$ cat src/core/mdb_map.svh
// Named constants of the mobile DDR bank command decoder: pin encodings, widths and default cycle counts.
// Included by the package and by every design file; holds definitions only.
`ifndef MDB_MAP_SVH
`define MDB_MAP_SVH

// Bank address width and the width of every delay counter.
`define MDB_BA_W      2
`define MDB_CNT_W     8

// RAS, CAS and WE levels of each command while chip select is low.
`define MDB_ENC_NOP   3'h7
`define MDB_ENC_ACT   3'h3
`define MDB_ENC_RD    3'h5
`define MDB_ENC_WR    3'h4
`define MDB_ENC_BST   3'h6
`define MDB_ENC_PRE   3'h2
`define MDB_ENC_REF   3'h1
`define MDB_ENC_MRS   3'h0

// Default delays in clock cycles at 40 MHz.
`define MDB_RCD_CYC   3
`define MDB_RP_CYC    3
`define MDB_RFC_CYC   8
`define MDB_MRD_CYC   2
`define MDB_XP_CYC    2
`define MDB_XSR_CYC   12
`define MDB_BURST_CYC 2

`endif

$ cat src/core/mdb_pkg.sv
// Types and the command decoder shared by the bank and top modules.
// Assumes mdb_map.svh is on the include path.
`include "mdb_map.svh"

package mdb_pkg;

  typedef enum logic [2:0] {OP_NOP, OP_ACT, OP_RD, OP_WR, OP_BST, OP_PRE, OP_REF, OP_MRS} mdb_op_e;

  typedef enum logic [2:0] {
    BK_IDLE, BK_ACTIVATING, BK_ACTIVE, BK_READ, BK_WRITE, BK_PRECHARGING, BK_RD_AP, BK_WR_AP
  } mdb_bank_e;

  typedef enum logic [2:0] {
    PW_RUN, PW_REFRESH, PW_MODE_LOAD, PW_PDOWN, PW_SREF, PW_DPD, PW_PD_EXIT, PW_SR_EXIT
  } mdb_pwr_e;

  typedef struct packed {
    mdb_op_e op;
    logic    ap;
  } mdb_cmd_s;

  typedef struct packed {
    mdb_bank_e              st;
    logic [`MDB_CNT_W-1:0]  cnt;
  } mdb_bank_state_s;

  typedef struct packed {
    mdb_pwr_e               g_st;
    logic [`MDB_CNT_W-1:0]  g_cnt;
    logic                   cke_prev;
    logic [`MDB_BA_W-1:0]   last_rd;
    logic                   illegal;
  } mdb_top_state_s;

  // Chip select high is a deselect, which acts exactly like a NOP.
  function automatic mdb_op_e mdb_decode(input logic cs_n, input logic [2:0] rcw);
    mdb_op_e op;
    op = OP_NOP;
    if (!cs_n) begin
      unique case (rcw)
        `MDB_ENC_NOP: op = OP_NOP;
        `MDB_ENC_ACT: op = OP_ACT;
        `MDB_ENC_RD:  op = OP_RD;
        `MDB_ENC_WR:  op = OP_WR;
        `MDB_ENC_BST: op = OP_BST;
        `MDB_ENC_PRE: op = OP_PRE;
        `MDB_ENC_REF: op = OP_REF;
        `MDB_ENC_MRS: op = OP_MRS;
      endcase
    end
    return op;
  endfunction : mdb_decode

endpackage : mdb_pkg

$ cat src/core/mdb_bank.sv
// One bank's state machine with its own delay counter.
// Assumes the top presents one decoded command per cycle, with sel marking the banks it addresses.
`timescale 1ns/1ps
`include "mdb_map.svh"

module mdb_bank
  import mdb_pkg::*;
#(
  parameter int RCD_CYC   = `MDB_RCD_CYC,
  parameter int RP_CYC    = `MDB_RP_CYC,
  parameter int BURST_CYC = `MDB_BURST_CYC
) (
  // Clock and reset
  input  wire logic     clk,
  input  wire logic     rst,
  // Command addressed to this bank
  input  wire mdb_cmd_s cmd,
  input  wire logic     sel,
  // Bank status
  output mdb_bank_e     state,
  output logic          legal
);

  localparam int AP_CYC  = BURST_CYC + RP_CYC;
  localparam int RCD_LIM = RCD_CYC;
  localparam int RP_LIM  = RP_CYC;
  localparam int AP_LIM  = AP_CYC;

  if (RCD_CYC < 1 || RP_CYC < 1 || BURST_CYC < 1 || AP_CYC >= (1 << `MDB_CNT_W)) begin : g_bad_param
    $error("mdb_bank: delay counts out of counter range");
  end

  mdb_bank_state_s st_ff;
  mdb_bank_state_s nxt_st;

  function automatic logic row_open(input mdb_bank_e s);
    return (s == BK_ACTIVE) || (s == BK_READ) || (s == BK_WRITE);
  endfunction : row_open

  function automatic logic [`MDB_CNT_W-1:0] load(input int n);
    return `MDB_CNT_W'(n - 1);
  endfunction : load

  always_comb begin
    nxt_st = st_ff;
    legal  = 1'b1;
    if (st_ff.cnt != '0) nxt_st.cnt = st_ff.cnt - 1'b1;
    unique case (st_ff.st)
      BK_ACTIVATING, BK_READ, BK_WRITE: if (st_ff.cnt == '0) nxt_st.st = BK_ACTIVE;
      BK_PRECHARGING, BK_RD_AP, BK_WR_AP: if (st_ff.cnt == '0) nxt_st.st = BK_IDLE;
      BK_IDLE, BK_ACTIVE: ;
    endcase
    if (sel) begin
      unique case (cmd.op)
        OP_ACT: begin
          if (st_ff.st == BK_IDLE) begin
            nxt_st.st  = BK_ACTIVATING;
            nxt_st.cnt = load(RCD_CYC);
          end else legal = 1'b0;
        end
        OP_RD, OP_WR: begin
          // A write into a running read is accepted; ending the read first is the controller's duty.
          if (row_open(st_ff.st)) begin
            if (cmd.ap) nxt_st.st = (cmd.op == OP_RD) ? BK_RD_AP : BK_WR_AP;
            else nxt_st.st = (cmd.op == OP_RD) ? BK_READ : BK_WRITE;
            nxt_st.cnt = load(cmd.ap ? AP_CYC : BURST_CYC);
          end else legal = 1'b0;
        end
        OP_PRE: begin
          if (row_open(st_ff.st)) begin
            nxt_st.st  = BK_PRECHARGING;
            nxt_st.cnt = load(RP_CYC);
          end else if (st_ff.st != BK_IDLE) legal = 1'b0;
        end
        OP_BST: begin
          if (st_ff.st == BK_READ) begin
            nxt_st.st  = BK_ACTIVE;
            nxt_st.cnt = '0;
          end else legal = 1'b0;
        end
        OP_NOP, OP_REF, OP_MRS: ;
      endcase
    end
  end

  always_ff @(posedge clk) begin
    if (rst) st_ff <= '{st: BK_IDLE, cnt: '0};
    else st_ff <= nxt_st;
  end

  assign state = st_ff.st;
endmodule : mdb_bank

$ cat src/core/mdb_cmd_fsm.sv
// Command state machine of a mobile DDR SDRAM: decodes the command pins each edge and tracks banks and power.
// Assumes the pins are synchronous to clk and that the controller keeps the waits it is responsible for.
`timescale 1ns/1ps
`include "mdb_map.svh"

module mdb_cmd_fsm
  import mdb_pkg::*;
#(
  parameter int NUM_BANKS = 1 << `MDB_BA_W,
  parameter int RCD_CYC   = `MDB_RCD_CYC,
  parameter int RP_CYC    = `MDB_RP_CYC,
  parameter int RFC_CYC   = `MDB_RFC_CYC,
  parameter int MRD_CYC   = `MDB_MRD_CYC,
  parameter int XP_CYC    = `MDB_XP_CYC,
  parameter int XSR_CYC   = `MDB_XSR_CYC,
  parameter int BURST_CYC = `MDB_BURST_CYC
) (
  // Clock and reset
  input  wire logic                 clk,
  input  wire logic                 rst,
  // Command pins from the controller
  input  wire logic                 cs_n,
  input  wire logic                 ras_n,
  input  wire logic                 cas_n,
  input  wire logic                 we_n,
  input  wire logic                 cke,
  input  wire logic [`MDB_BA_W-1:0] ba,
  input  wire logic                 precharge_select_bit,
  // Device status
  output mdb_bank_e                 bank_state [NUM_BANKS],
  output mdb_pwr_e                  pwr_state,
  output logic                      all_banks_idle,
  output logic                      illegal_seq,
  output logic [`MDB_BA_W-1:0]      last_read_bank
);

  localparam int RFC_LIM = RFC_CYC;
  localparam int MRD_LIM = MRD_CYC;
  localparam int XP_LIM  = XP_CYC;
  localparam int XSR_LIM = XSR_CYC;

  if (NUM_BANKS != (1 << `MDB_BA_W) || RFC_CYC < 1 || MRD_CYC < 1 || XP_CYC < 1 || XSR_CYC < 1 ||
      RFC_CYC >= (1 << `MDB_CNT_W) || XSR_CYC >= (1 << `MDB_CNT_W) || XP_CYC >= (1 << `MDB_CNT_W) ||
      MRD_CYC >= (1 << `MDB_CNT_W)) begin : g_bad_param
    $error("mdb_cmd_fsm: bank count or delay counts unsupported");
  end

  mdb_top_state_s         st_ff;
  mdb_top_state_s         nxt_st;
  mdb_op_e                op;
  mdb_cmd_s               bank_cmd;
  logic [NUM_BANKS-1:0]   bank_sel;
  logic [NUM_BANKS-1:0]   bank_legal;
  logic [NUM_BANKS-1:0]   bank_idle;
  logic [NUM_BANKS-1:0]   bank_done;
  logic                   cmd_run;
  logic                   bad;

  function automatic logic [NUM_BANKS-1:0] one_bank(input logic [`MDB_BA_W-1:0] b);
    return NUM_BANKS'(1) << b;
  endfunction : one_bank

  function automatic logic [`MDB_CNT_W-1:0] load(input int n);
    return `MDB_CNT_W'(n - 1);
  endfunction : load

  assign op       = mdb_decode(cs_n, {ras_n, cas_n, we_n});
  assign bank_cmd = '{op: op, ap: precharge_select_bit};
  // Bank commands only act with clock enable high at both edges and outside any timed global state.
  assign cmd_run  = (st_ff.g_st == PW_RUN) && st_ff.cke_prev && cke;

  for (genvar i = 0; i < NUM_BANKS; i++) begin : g_bank
    mdb_bank #(
      .RCD_CYC   (RCD_CYC),
      .RP_CYC    (RP_CYC),
      .BURST_CYC (BURST_CYC)
    ) u_bank (
      .clk   (clk),
      .rst   (rst),
      .cmd   (bank_cmd),
      .sel   (bank_sel[i]),
      .state (bank_state[i]),
      .legal (bank_legal[i])
    );
    assign bank_idle[i] = (bank_state[i] == BK_IDLE);
    assign bank_done[i] = (bank_state[i] == BK_IDLE) || (bank_state[i] == BK_PRECHARGING);
  end

  assign all_banks_idle = &bank_idle;

  always_comb begin
    nxt_st          = st_ff;
    bad             = 1'b0;
    bank_sel        = '0;
    nxt_st.cke_prev = cke;
    if (st_ff.g_cnt != '0) nxt_st.g_cnt = st_ff.g_cnt - 1'b1;
    if (st_ff.cke_prev && cke) begin
      unique case (st_ff.g_st)
        PW_RUN: begin
          unique case (op)
            OP_NOP: ;
            OP_ACT, OP_RD, OP_WR: bank_sel = one_bank(ba);
            OP_PRE: bank_sel = precharge_select_bit ? {NUM_BANKS{1'b1}} : one_bank(ba);
            OP_BST: bank_sel = one_bank(st_ff.last_rd);
            OP_REF, OP_MRS: begin
              if (all_banks_idle) begin
                nxt_st.g_st  = (op == OP_REF) ? PW_REFRESH : PW_MODE_LOAD;
                nxt_st.g_cnt = load((op == OP_REF) ? RFC_CYC : MRD_CYC);
              end else bad = 1'b1;
            end
          endcase
          if (op == OP_RD) nxt_st.last_rd = ba;
        end
        PW_REFRESH, PW_MODE_LOAD, PW_PD_EXIT, PW_SR_EXIT: begin
          // The device reports early commands but keeps counting; the controller owns these waits.
          if (op != OP_NOP) bad = 1'b1;
          if (st_ff.g_cnt == '0) nxt_st.g_st = PW_RUN;
        end
        PW_PDOWN, PW_SREF, PW_DPD: bad = 1'b1;
      endcase
    end else if (st_ff.cke_prev && !cke) begin
      if (st_ff.g_st != PW_RUN) bad = 1'b1;
      else if (op == OP_NOP) nxt_st.g_st = PW_PDOWN;
      else if (op == OP_REF && all_banks_idle) nxt_st.g_st = PW_SREF;
      else if (op == OP_BST && all_banks_idle) nxt_st.g_st = PW_DPD;
      else bad = 1'b1;
    end else if (!st_ff.cke_prev && cke) begin
      if (op != OP_NOP) bad = 1'b1;
      if (st_ff.g_st == PW_PDOWN) begin
        nxt_st.g_st  = PW_PD_EXIT;
        nxt_st.g_cnt = load(XP_CYC);
      end else if (st_ff.g_st == PW_SREF) begin
        nxt_st.g_st  = PW_SR_EXIT;
        nxt_st.g_cnt = load(XSR_CYC);
      end else if (st_ff.g_st == PW_DPD) nxt_st.g_st = PW_RUN;
    end
    // A bank that refuses precharge-all is reported, yet the banks that accept it still precharge.
    if (|(bank_sel & ~bank_legal)) bad = 1'b1;
    nxt_st.illegal = bad;
  end

  // Clock enable counts as low before reset ends, so the first edge after reset cannot enter power-down.
  always_ff @(posedge clk) begin
    if (rst) st_ff <= '{g_st: PW_RUN, g_cnt: '0, cke_prev: 1'b0, last_rd: '0, illegal: 1'b0};
    else st_ff <= nxt_st;
  end

  assign pwr_state      = st_ff.g_st;
  assign illegal_seq    = st_ff.illegal;
  assign last_read_bank = st_ff.last_rd;
endmodule : mdb_cmd_fsm

$ cat config.mk
export PLATFORM = sky130hd
export DESIGN_NAME = mdb_cmd_fsm
export DESIGN_NICKNAME = d
export VERILOG_FILES = /design/src/core/mdb_pkg.sv /design/src/core/mdb_bank.sv /design/src/core/mdb_cmd_fsm.sv
export VERILOG_INCLUDE_DIRS = /design/src /design/src/core
export SDC_FILE = /design/constraint.sdc
export NUM_CORES = 1
export LEC_CHECK = 0
export BUFFER_PORTS_ARGS = -buffer_cell sky130_fd_sc_hd__clkbuf_2
export CAP_MARGIN = 10
export CORE_MARGIN = 2
export CORE_UTILIZATION = 55
export CTS_CLUSTER_DIAMETER = 50
export DETAILED_ROUTE_END_ITERATION = 16
export GPL_ROUTABILITY_DRIVEN = 0
export PLACE_DENSITY = 0.73
export SKIP_LAST_GASP = 1
export SLEW_MARGIN = 20
export SYNTH_ARGS = -nofsm -noshare
export SYNTH_HDL_FRONTEND = slang
export SYNTH_SLANG_ARGS = --single-unit
$ cat constraint.sdc
create_clock -name clk -period 3.93 [get_ports clk]
set_input_delay 0 -clock clk [delete_from_list [all_inputs] [get_ports clk]]
set_output_delay 0 -clock clk [all_outputs]
set_load 0.02 [all_outputs]
# Word level (Yosys, flattened, before mapping)
# Memory sizes are Yosys's and may differ from the RTL's.
# Index checks and enable logic that the tools add are counted.
# Widths: inputs -> output; s select.
[classes] n_eq_ne=48 n_reduce_logical=56 shift=2 muxes=109 addsub=7 bitwise_logic=2
[op_table] cell="$mux 11" count=25
[op_table] cell="$pmux 11 s4" count=4
[op_table] cell="$eq 3x3->1 const B" count=24
[op_table] cell="$mux 8" count=8
[op_table] cell="$mux 3" count=20
[op_table] cell="$logic_not 8->1" count=5
[op_table] cell="$reduce_bool 8->1" count=5
[op_table] cell="$sub 8x1->8 const B" count=5
[op_table] cell="$eq 3x2->1 const B" count=12
[op_table] cell="$mux 1" count=36
[op_table] cell="$pmux 3 s2" count=5
[op_table] cell="$reduce_or 3->1" count=10
[op_table] cell="$reduce_bool 3->1" count=7
[op_table] cell="$eq 3x1->1 const B" count=6
[op_table] cell="$logic_not 3->1" count=6
[op_table] cell="$mux 4" count=4
[op_table] cell="$pmux 1 s4" count=4
[op_table] cell="$pmux 4 s3" count=1
[op_table] cell="$ne 3x3->1 const B" count=3
[op_table] cell="$logic_or 1x1->1" count=8
[op_table] cell="$reduce_and 8->1" count=1
[op_table] cell="$reduce_or 4->1" count=2
[op_table] cell="$shl 1x2->4 const A" count=2
[op_table] cell="$sub 8x2->8 const B" count=1
[op_table] cell="other kinds (13)" count=20
[totals] wordCells=238 in_bits=10 n_memories=1 regBits=59 romBits=24 out_inout_bits=19
[mem_list] memory="(name not given)" depth=8 word_bits=3 rd=1 rd_clocked_by_memory_dff=0 wr=0 line_no="mdb_pkg.sv:40" rtl="unique case (rcw)"

# Logic depth before layout (Yosys ltp)
# Gate-level depths: netlist of run 1.
# An unclocked memory read counts as a cell.
[depth] word_depth=12 mapped_depth=12 mapped_depth_nobuf=10

# Hierarchy
# Synthesis of run 1 repeated with hierarchy kept, for this count alone.
[hier_totals] hier_cells=620 area_unflattened_um2=4988.5
[by_module_without_submodules] module="mdb_bank at g_bank[0].u_bank ..." cells_per_inst=113 instances=3 seq_area_each_um2=220.2 area_each_um2=925.9
[by_module_without_submodules] module="mdb_cmd_fsm" cells_per_inst=175 instances=1 seq_area_each_um2=300.3 area_each_um2=1356.3
[by_module_without_submodules] module="mdb_bank at g_bank[3].u_bank" cells_per_inst=106 instances=1 seq_area_each_um2=220.2 area_each_um2=854.6

# Least setup slack after synthesis of run 1
# Ideal clock, no wire load.
[synth_path] path_kind="in2reg" start="input port cs_n" end="register g_bank[1].u_bank.st_ff (netlist bit g_bank[1].u_bank.state[2])" path_buffers=2 slack_ns=1.631 required_time_ns=3.795 cell_stages=12 t_arrival_ns=2.164 path_cell_list="clkbuf_1 -> nor3b_2 -> clkbuf_1 -> nand2_1 -> inv_1 -> ha_1 -> nor3b_1 -> o21ai_0 -> inv_1 -> a32o_1 -> a22oi_1 -> o31ai_1"
[synth_between] elab_chain_len=7
[synth_lines] element="start, declared" line_no="mdb_cmd_fsm.sv:22" rtl="input wire logic cs_n,"
[synth_lines] element="$mux 3 (*)" line_no="mdb_pkg.sv:39" rtl="if (!cs_n) begin"
[synth_lines] element="$eq 3x2->1 (tied with other cells)" line_no="mdb_bank.sv:54, mdb_bank.sv:65, mdb_cmd_fsm.sv:100"
[synth_lines] element="$reduce_or 3->1 or $mux 3 (tied branches)" line_no="mdb_cmd_fsm.sv:100, mdb_bank.sv:65"
[synth_lines] element="$pmux 4 s3 or $mux 3 (tied branches)" line_no="mdb_cmd_fsm.sv:100, mdb_bank.sv:64"
[synth_lines] element="$mux 4 or $mux 11 (tied branches)" line_no="mdb_cmd_fsm.sv:98, mdb_bank.sv:63"
[synth_lines] element="$mux 4 or $pmux 11 s4 (tied branches)" line_no="mdb_cmd_fsm.sv:97, mdb_bank.sv:54"
[synth_lines] element="$mux 11 (*)" line_no="mdb_bank.sv:53" rtl="if (sel) begin"
[synth_lines] element="end signal, assigned" line_no="mdb_bank.sv:87" rtl="if (rst) st_ff <= '{st: BK_IDLE, cnt: '0};"
[synth_lines] element="end signal, assigned" line_no="mdb_bank.sv:88" rtl="else st_ff <= nxt_st;"
[synth_lines] element="end, declared" line_no="mdb_bank.sv:33" rtl="mdb_bank_state_s st_ff;"
# Mark *: on every way between the ends. The rest lies on a longest branch, timed or not.
# A chain may end at the register's enable or synchronous reset.

# Worst setup path in the final report of run 1
[layout_path] start="register st_ff (netlist bit pwr_state[1])" end="register g_bank[0].u_bank.st_ff[4] in the netlist's numbering"
[layout_between] elab_chain_len=4
[layout_lines] element="start, declared" line_no="mdb_cmd_fsm.sv:48" rtl="mdb_top_state_s st_ff;"
[layout_lines] element="start signal, assigned" line_no="mdb_cmd_fsm.sv:144" rtl="if (rst) st_ff <= '{g_st: PW_RUN, g_cnt: '0, cke_prev: 1'b0, last_rd: '0, illegal: 1'b0};"
[layout_lines] element="start signal, assigned" line_no="mdb_cmd_fsm.sv:145" rtl="else st_ff <= nxt_st;"
[layout_lines] element="$logic_not 3->1" line_no="mdb_cmd_fsm.sv:98" rtl="unique case (st_ff.g_st)"
[layout_lines] element="$mux 4" line_no="mdb_cmd_fsm.sv:98"
[layout_lines] element="$mux 4" line_no="mdb_cmd_fsm.sv:97" rtl="if (st_ff.cke_prev && cke) begin"
[layout_lines] element="$mux 11" line_no="mdb_bank.sv:53"
[layout_lines] element="end signal, assigned" line_no="mdb_bank.sv:87"
[layout_lines] element="end signal, assigned" line_no="mdb_bank.sv:88"
[layout_lines] element="end, declared" line_no="mdb_bank.sv:33"
# Every way passes these cells.

==> impl_metrics.py, run 1 <==
metrics = {
    "worst_setup_path": {
        "slowest_delay_ns": 0.50,
        "cp-start-kind": "register",
        "path_max_fanout": 12,
        "crit_required_ns": 4.16,
        "arrival_ns": 2.70,
        "critical_path_class": "reg2reg",
        "path_cells": "or3_1 -> nor4_4 -> o31a_1 -> o211ai_1 -> nand2_1 -> nor2_1",
        "cp-end-kind": "register",
        "slowest_stage": "or3_1",
    },
    "synth": {
        "synth_compound_area_share_pct": 22.3,
        "syn_inst": 556,
        "yosysWarnings": 0,
        "async_flop_share_pct": 0,
        "synth-xor-area-share_pct": 7.36,
        "synth_top_family_by_area": "simple AND/OR/NAND/NOR gates",
        "synth_top_area_share_pct": 27.6,
        "ys_ff_latch": 59,
        "syn_nets": 578,
        "synth_mux_area_share_pct": 1.93,
        "synth-seq-area-share_pct": 27.6,
        "synthFlopType": "dfxtp_1",
        "synth_cell_types": 72,
        "ys_top_cells_by_area": "dfxtp_1, nor2_1, xnor2_1",
        "synth_top_area_cell": "dfxtp_1",
        "synthSimpleGateAreaFrac_pct": 29.0,
        "synth_area_um2": 4280,
        "avgSynthCellArea_um2": 7.71,
        "synth_adder_area_share_pct": 3.50,
        "synth-edff-count": 0,
    },
    "floorplan": {
        "ios": 29,
        "core_region_area_um2": 7650,
        "dieArea_um2": 8510,
        "die_h_um": 92.3,
        "start_util_pct": 56.0,
        "die_w_um": 92.3,
        "row_count": 32,
    },
    "timing": {
        "max_freq_mhz": 405,
        "finalSetupTns_ns": 0,
        "slew_headroom_pct": 33.1,
        "rsz0062_at_grt": "no",
        "hold_viol": 0,
        "drv_slew": 0,
        "clock_skew_ns": 0.00898,
        "tightest_slew_ns": 0.989,
        "layout_min_cycle_time_ns": 2.47,
        "setup_viol": 0,
        "finalCritPeriodShare_pct": 62.9,
    },
    "hold_path": {
        "hold_class": "in2reg",
    },
    "finish": {
        "drive_above_1_share_pct": 11.5,
        "final_cell_mix": "nor2_1, dfxtp_1, nand2_1",
        "n_antenna_cell": 0,
        "utilization_pct": 59.1,
        "nets": 577,
        "mostFrequentLayoutCell": "nor2_1",
        "areaGrowthSynthToFinish_pct": 5.43,
    },
    "clocking": {
        "insertion_delay_ns": 0.35,
        "cts_tree": "built",
        "clockBufferDepth": 2,
        "ctsResizeCount": 0,
        "h-tree-depth": 3,
        "cts_root_buf": "clkbuf_8",
        "cts_buffers": 9,
        "cts.sinks": 59,
        "path_clk_slew_ns": 0.07,
    },
    "route": {
        "drt-pass1-iter-count": 5,
        "finalWirelength_um": 10400,
        "vias": 4014,
        "drt-initial-drc-count": 277,
        "drc": 0,
        "drtAntennaViolNets": 0,
        "avgViaCountPerCell": 6.08,
        "wl_per_cell_um": 15.8,
    },
    "global_routing": {
        "grt_first_pass_wirelength_um": 17500,
        "grt_max_degree": 30,
        "grtUsageTotal_pct": 25.3,
        "grt_antenna_before_repair": 0,
        "grt_pass1_vias": 3765,
        "overflow": 0,
    },
    "place": {
        "place_hpwl_um": 7560,
        "io_buffers": 28,
    },
    "pwr": {
        "p_total_mw": 2.84,
        "power_density_nw_per_um2": 630,
        "power_leakage_nw": 1.75,
        "ir_worst_vdd_mv": 0.422,
    },
    "run": {
        "cap_violations": 0,
    },
    "status": {
        "outcome": "finished clean",
    },
}
-- worst max-delay path, delay by kind of cell (launching register included) --
kind | cells | cell delay (ns)
and+or+nand+nor | 4 | 1.28
DFF | 1 | 0.41
AOI/OAI and AO/OA | 2 | 0.65
-- power breakdown --
group	leakage (nW)	internal, mW	switching [mW]
logic	1.17	0.642	0.723
registers	0.485	0.794	0.188
clock network	0.0908	0.253	0.244
total	1.75	1.69	1.16
-- cells in the mapped netlist, drive strengths merged (12+ instances only) --
library cell	n
o21ai	27
nand2b	13
nor3	22
nor2	70
ha	12
inv	26
xnor2	24
nor2b	16
buf	27
a21oi	31
nand2	39
clkbuf	19
xor2	12
dfxtp	59
-- cell type report --
class | count | area [um2]
fillers | 739 | 3130
multi-input cells | 425 | 2750
flip-flops and latches | 59 | 1180
repair buffers | 34 | 195
clock buffers | 11 | 151
well taps | 102 | 128
inverters | 26 | 97.6
clock inverters | 3 | 15.0
-- what timing repair did --
action | in CTS | in global routing
hold endpoints to repair | 5 | 0
buffers inserted | 0 | 0
hold buffers | 4 | 0
setup endpoints to repair | 0 | 0
-- per-layer routing --
layer  global-route usage (%)  up-vias  wire length (um)
met5                        0        -                 0
met4                     8.58        0               140
met3                     5.51       12               679
met2                     41.3      144              4870
met1                     33.1     1876              4720
li1                         -     1982                 -
-- state kept, by name, indices dropped and copies added, names as in the netlist --
| register | cells |
|---|---|
| g_bank.u_bank.state | 12 |
| g_bank.u_bank.st_ff | 32 |
| pwr_state | 3 |
| last_read_bank | 2 |
| illegal_seq | 1 |
| st_ff | 9 |
-- path summary, 6_finish.rpt --
path	cells after the start	from	end	slack (ns)
setup / recovery	6	pwr_state[1]$_SDFFE_PP0P_	g_bank[0].u_bank.st_ff[4]$_SDFF_PP0_	1.46
hold / removal	3	precharge_select_bit	g_bank[0].u_bank.st_ff[2]$_SDFF_PP0_	0.08
setup reg to reg	6	pwr_state[1]$_SDFFE_PP0P_	g_bank[0].u_bank.st_ff[4]$_SDFF_PP0_	1.46
hold reg to reg	2	g_bank[0].u_bank.st_ff[5]$_SDFF_PP0_	g_bank[0].u_bank.st_ff[5]$_SDFF_PP0_	0.52
-- through the flow --
step	cells	instance area, um2	setup slack (ns)	hold slack (ns)
6_report	660	4520	1.46	0.0829
5_1_grt	660	4520	1.28	0.145
4_1_cts	660	4520	1.48	0.0571
3_5_place_dp	642	4310	1.28	0.327
3_3_place_gp	642	4310	1.45	0.315
2_1_floorplan	556	4280	1.63	0.128
-- logic make-up after synthesis --
family	count (synthesis)
simple gates	230
compound gates	139
buf+inv	72
flops	59
xor+xnor	36
fa+ha+maj	12
mux	8
No activity file was read; power rests on OpenSTA's default activity.
==> run 2, diff against run 1 <==
==> constraint.sdc (replaced) <==
create_clock -name clk -period 2.5 [get_ports clk]
set_input_delay 0 -clock clk [delete_from_list [all_inputs] [get_ports clk]]
set_output_delay 0 -clock clk [all_outputs]
set_load 0.02 [all_outputs]
==> impl_metrics.py, run 2 (synthesis gave the netlist of run 1 again) <==
metrics = {
    "status": {
        "outcome": "finished clean",
    },
    "timing": {
        "rsz0062_at_grt": "no",
        "drv_slew": 0,
        "hold_viol": 0,
        "finalCritPeriodShare_pct": 90.3,
        "layout_min_cycle_time_ns": 2.26,
        "tightest_slew_ns": 0.670,
        "clock_skew_ns": 0.00642,
        "max_freq_mhz": 443,
        "final.setup.worst_slack_ns": 0.241,
        "timing.hold.ws_ns": 0.0224,
        "slew_headroom_pct": 55.3,
        "setup_viol": 0,
        "finalSetupTns_ns": 0,
    },
    "finish": {
        "nets": 600,
        "n_antenna_cell": 0,
        "fill_cells": 695,
        "drive_above_1_share_pct": 15.4,
        "utilization_pct": 62.2,
        "largest_register_ffs": 32,
        "regMostFlops": "g_bank.u_bank.st_ff",
        "areaGrowthSynthToFinish_pct": 11.1,
        "final_cell_mix": "nor2_1, dfxtp_1, nand2_1",
        "mostFrequentLayoutCell": "nor2_1",
    },
    "global_routing": {
        "grt_pass1_vias": 3851,
        "grtUsageTotal_pct": 26.3,
        "met3_usage_pct": 3.45,
        "grt_first_pass_wirelength_um": 18100,
        "grt_use_met1_pct": 34.2,
        "grt_max_degree": 33,
        "top_usage_layer": "met2",
        "grt_antenna_before_repair": 0,
        "met2_usage_pct": 43.9,
        "overflow": 0,
    },
    "floorplan": {
        "die_h_um": 92.3,
        "core_region_area_um2": 7650,
        "dieArea_um2": 8510,
        "row_count": 32,
        "die_w_um": 92.3,
        "ios": 29,
        "start_util_pct": 56.0,
    },
    "place": {
        "io_buffers": 28,
        "dp_slack_ns": 0.182,
        "place_hpwl_um": 7800,
    },
    "clocking": {
        "insertion_delay_ns": 0.34,
        "ctsResizeCount": 0,
        "h-tree-depth": 3,
        "cts.sinks": 59,
        "cts_tree": "built",
        "cts_root_buf": "clkbuf_8",
        "path_clk_slew_ns": 0.07,
        "cts_buffers": 9,
        "clockBufferDepth": 2,
    },
    "worst_setup_path": {
        "path_cells": "or4_1 -> or4b_1 -> mux2i_1 -> mux2_1 -> nor2_1 -> a211oi_2",
        "ff2ff_path_depth": 6,
        "path_max_fanout": 5,
        "slowest_delay_ns": 0.61,
        "arrival_ns": 2.46,
        "cp-start-kind": "register",
        "critical_path_class": "reg2reg",
        "slowest_stage": "or4b_1",
        "crit_required_ns": 2.70,
        "cp-end-kind": "register",
    },
    "run": {
        "cap_violations": 0,
    },
    "route": {
        "drt-initial-drc-count": 281,
        "vias": 4110,
        "wl_per_cell_um": 15.6,
        "avgViaCountPerCell": 6.00,
        "drt-pass1-iter-count": 7,
        "finalWirelength_um": 10700,
        "drtAntennaViolNets": 0,
        "drc": 0,
    },
    "pwr": {
        "ir_worst_vdd_mv": 0.683,
        "power_density_nw_per_um2": 1020,
        "power_leakage_nw": 1.90,
    },
    "hold_path": {
        "hold_path_depth": 3,
        "hold_class": "in2reg",
    },
}
==> run 2: cell types whose count changed in the layout (fill, tap and decap cells not counted) <==
| cell | change |
|---|---|
| clkbuf_1 | +1 |
| bufinv_16 | +3 |
| dlygate4sd3_1 | -2 |
| buf_4 | +25 |
| clkbuf_8 | -1 |
| clkinv_2 | -1 |
==> run 2: power by group <==
group	switching [mW]	internal [mW]	total [mW]	leakage [nW]
Combinational	1.16	1.07	2.23	1.29
Clock	0.383	0.686	1.07	0.123
Sequential	0.289	1.25	1.54	0.485
Total	1.83	3.00	4.83	1.90
==> run 2: cell type report <==
type,count,area (um2),area share [%]
tap,102,128,2.68
timing repair buffer,57,363,7.62
inverter,26,97.6,2.05
sequential,59,1180,24.8
clock buffer,11,141,2.97
clock inverter,5,100,2.10
multi-input combinational,425,2750,57.8
==> run 2: what timing repair did <==
item | CTS | global route
endpoints found under the setup margin | 0 | 12
endpoints found under the hold margin | 2 | 0
setup buffers | 0 | 2
hold buffers | 2 | 0
==> run 2: layer usage <==
metal,up-vias,wire length (um)
met3,29,746
met1,1892,4750
met2,171,4910
met4,0,266
li1,2018,-
met5,-,0
==> run 2: metrics by stage <==
| step | area, um2 | total power, mW | instances |
|---|---|---|---|
| floorplan | 4280 | 3.34 | 556 |
| global placement | 4480 | 3.70 | 665 |
| detailed placement | 4480 | 3.75 | 665 |
| global route | 4760 | 5.23 | 685 |
| CTS | 4740 | 4.85 | 683 |
| finish | 4760 | 4.83 | 685 |
==> run 2: final timing paths <==
kind                                        startpoint                              endpoint  slack, ns
setup / recovery                   st_ff[7]$_SDFF_PP0_                   st_ff[5]$_SDFF_PP0_       0.24
setup reg to reg                   st_ff[7]$_SDFF_PP0_                   st_ff[5]$_SDFF_PP0_       0.24
hold / removal                                   ba[0]        last_read_bank[0]$_SDFFE_PP0P_       0.02
hold reg to reg   g_bank[1].u_bank.st_ff[5]$_SDFF_PP0_  g_bank[1].u_bank.st_ff[5]$_SDFF_PP0_       0.51
==> run 2: worst max-delay path: cells and delay by family (launching register included) <==
family | cells | cell delay (ns)
AO/OA/AOI/OAI | 1 | 0.05
flip-flops | 1 | 0.34
multiplexers | 2 | 0.45
AND/OR/NAND/NOR | 3 | 1.27
==> run 3, diff against run 2 <==
==> constraint.sdc (replaced) <==
create_clock -name clk -period 2.5 [get_ports clk]
set_input_delay 0.5 -clock clk [delete_from_list [all_inputs] [get_ports clk]]
set_output_delay 0.5 -clock clk [all_outputs]
set_load 0.02 [all_outputs]
==> impl_metrics.py, run 3 (synthesis gave the netlist of run 1 again) <==
metrics = {
    "place": {
        "dp_slack_ns": -0.00386,
        "place_area_um2": 4560,
        "io_buffers": 28,
        "place_hpwl_um": 8110,
    },
    "worst_setup_path": {
        "slowest_stage": "or4b_1",
        "cp-end-kind": "register",
        "slowest_delay_ns": 0.62,
        "arrival_ns": 2.55,
        "cp-start-kind": "register",
        "critical_path_class": "reg2reg",
        "path_cells": "or4_1 -> or4b_1 -> mux2i_1 -> mux2_1 -> nor2_1 -> a211oi_2",
        "crit_required_ns": 2.73,
        "ff2ff_path_depth": 6,
        "path_max_fanout": 5,
    },
    "run": {
        "cap_violations": 0,
    },
    "clocking": {
        "postCtsSetupBuffers": 0,
        "cts_tree": "built",
        "h-tree-depth": 3,
        "insertion_delay_ns": 0.35,
        "hold_buffers": 0,
        "ctsResizeCount": 0,
        "cts.sinks": 59,
        "clockBufferDepth": 2,
        "path_clk_slew_ns": 0.06,
        "cts_root_buf": "clkbuf_8",
        "cts_buffers": 9,
    },
    "floorplan": {
        "start_util_pct": 56.0,
        "ios": 29,
        "dieArea_um2": 8510,
        "row_count": 32,
        "core_region_area_um2": 7650,
        "die_w_um": 92.3,
        "die_h_um": 92.3,
    },
    "route": {
        "vias": 4210,
        "drtAntennaViolNets": 0,
        "drc": 0,
        "wl_per_cell_um": 15.9,
        "drt-pass1-iter-count": 5,
        "drt-initial-drc-count": 487,
        "finalWirelength_um": 10900,
        "avgViaCountPerCell": 6.12,
    },
    "timing": {
        "finalCritPeriodShare_pct": 92.5,
        "timing.hold.ws_ns": 0.487,
        "hold_viol": 0,
        "final.setup.worst_slack_ns": 0.186,
        "max_freq_mhz": 432,
        "clock_skew_ns": 0.00638,
        "drv_slew": 0,
        "slew_headroom_pct": 60.2,
        "layout_min_cycle_time_ns": 2.31,
        "tightest_slew_ns": 0.597,
        "setup_viol": 0,
        "rsz0062_at_grt": "no",
        "finalSetupTns_ns": 0,
    },
    "global_routing": {
        "grt_pass1_vias": 3935,
        "grt_first_pass_wirelength_um": 18700,
        "grtUsageTotal_pct": 27.2,
        "overflow": 0,
        "grt_antenna_before_repair": 0,
        "grt_max_degree": 23,
    },
    "pwr": {
        "ir_worst_vdd_mv": 0.591,
        "power_density_nw_per_um2": 986,
        "power_leakage_nw": 1.91,
    },
    "finish": {
        "seq_area_um2": 1180,
        "fill_cells": 688,
        "multi_input_area_um2": 2760,
        "largest_register_ffs": 32,
        "final_cell_mix": "nor2_1, dfxtp_1, nand2_1",
        "drive_above_1_share_pct": 16.6,
        "regMostFlops": "g_bank.u_bank.st_ff",
        "nets": 604,
        "n_antenna_cell": 0,
        "utilization_pct": 62.5,
        "areaGrowthSynthToFinish_pct": 11.5,
        "mostFrequentLayoutCell": "nor2_1",
        "final_area_um2": 4780,
    },
    "status": {
        "outcome": "finished clean",
    },
    "hold_path": {
        "hold_class": "in2reg",
        "hold_path_depth": 2,
    },
}
[run 3: worst paths after layout]
check                           slack [ns]                            startpoint                                    to
worst max-delay path                  0.19                   st_ff[7]$_SDFF_PP0_                   st_ff[5]$_SDFF_PP0_
worst min-delay path                  0.49                                   cke                   st_ff[3]$_SDFF_PP0_
worst max register to register        0.19                   st_ff[7]$_SDFF_PP0_                   st_ff[5]$_SDFF_PP0_
worst min register to register        0.52  g_bank[1].u_bank.st_ff[5]$_SDFF_PP0_  g_bank[1].u_bank.st_ff[5]$_SDFF_PP0_
[run 3: final cells by class]
type                            count  share of cell area [%]
Clock inverter                      1                   0.629
Sequential cell                    59                    24.7
Clock buffer                       14                    3.82
Inverter                           26                    2.04
Multi-Input combinational cell    425                    57.7
Timing Repair Buffer               61                    8.38
Tap cell                          102                    2.67
[run 3: stage by stage]
step	total power, mW	instances
CTS	4.75	688
detailed placement	3.79	673
global route	5.13	688
global placement	3.71	673
finish	4.71	688
floorplan	3.34	556
[run 3: power by group]
part | total, mW | switching, mW | internal (mW)
clock network | 0.926 | 0.362 | 0.564
registers | 1.54 | 0.288 | 1.25
logic | 2.25 | 1.17 | 1.08
total | 4.71 | 1.82 | 2.89
[run 3: metal layers]
layer | track usage (%) | vias up | wire, um
met5 | 0 | - | 0
met4 | 9.83 | 0 | 266
met3 | 6.33 | 26 | 713
met2 | 42.9 | 158 | 4980
met1 | 36.4 | 1991 | 4940
li1 | - | 2035 | -
[run 3: worst max-delay path: cells and delay by family, from the launching register on]
family	cells	cell delay, ns
and+or+nand+nor	3	1.30
muxes	2	0.47
DFF	1	0.37
AOI/OAI and AO/OA	1	0.06
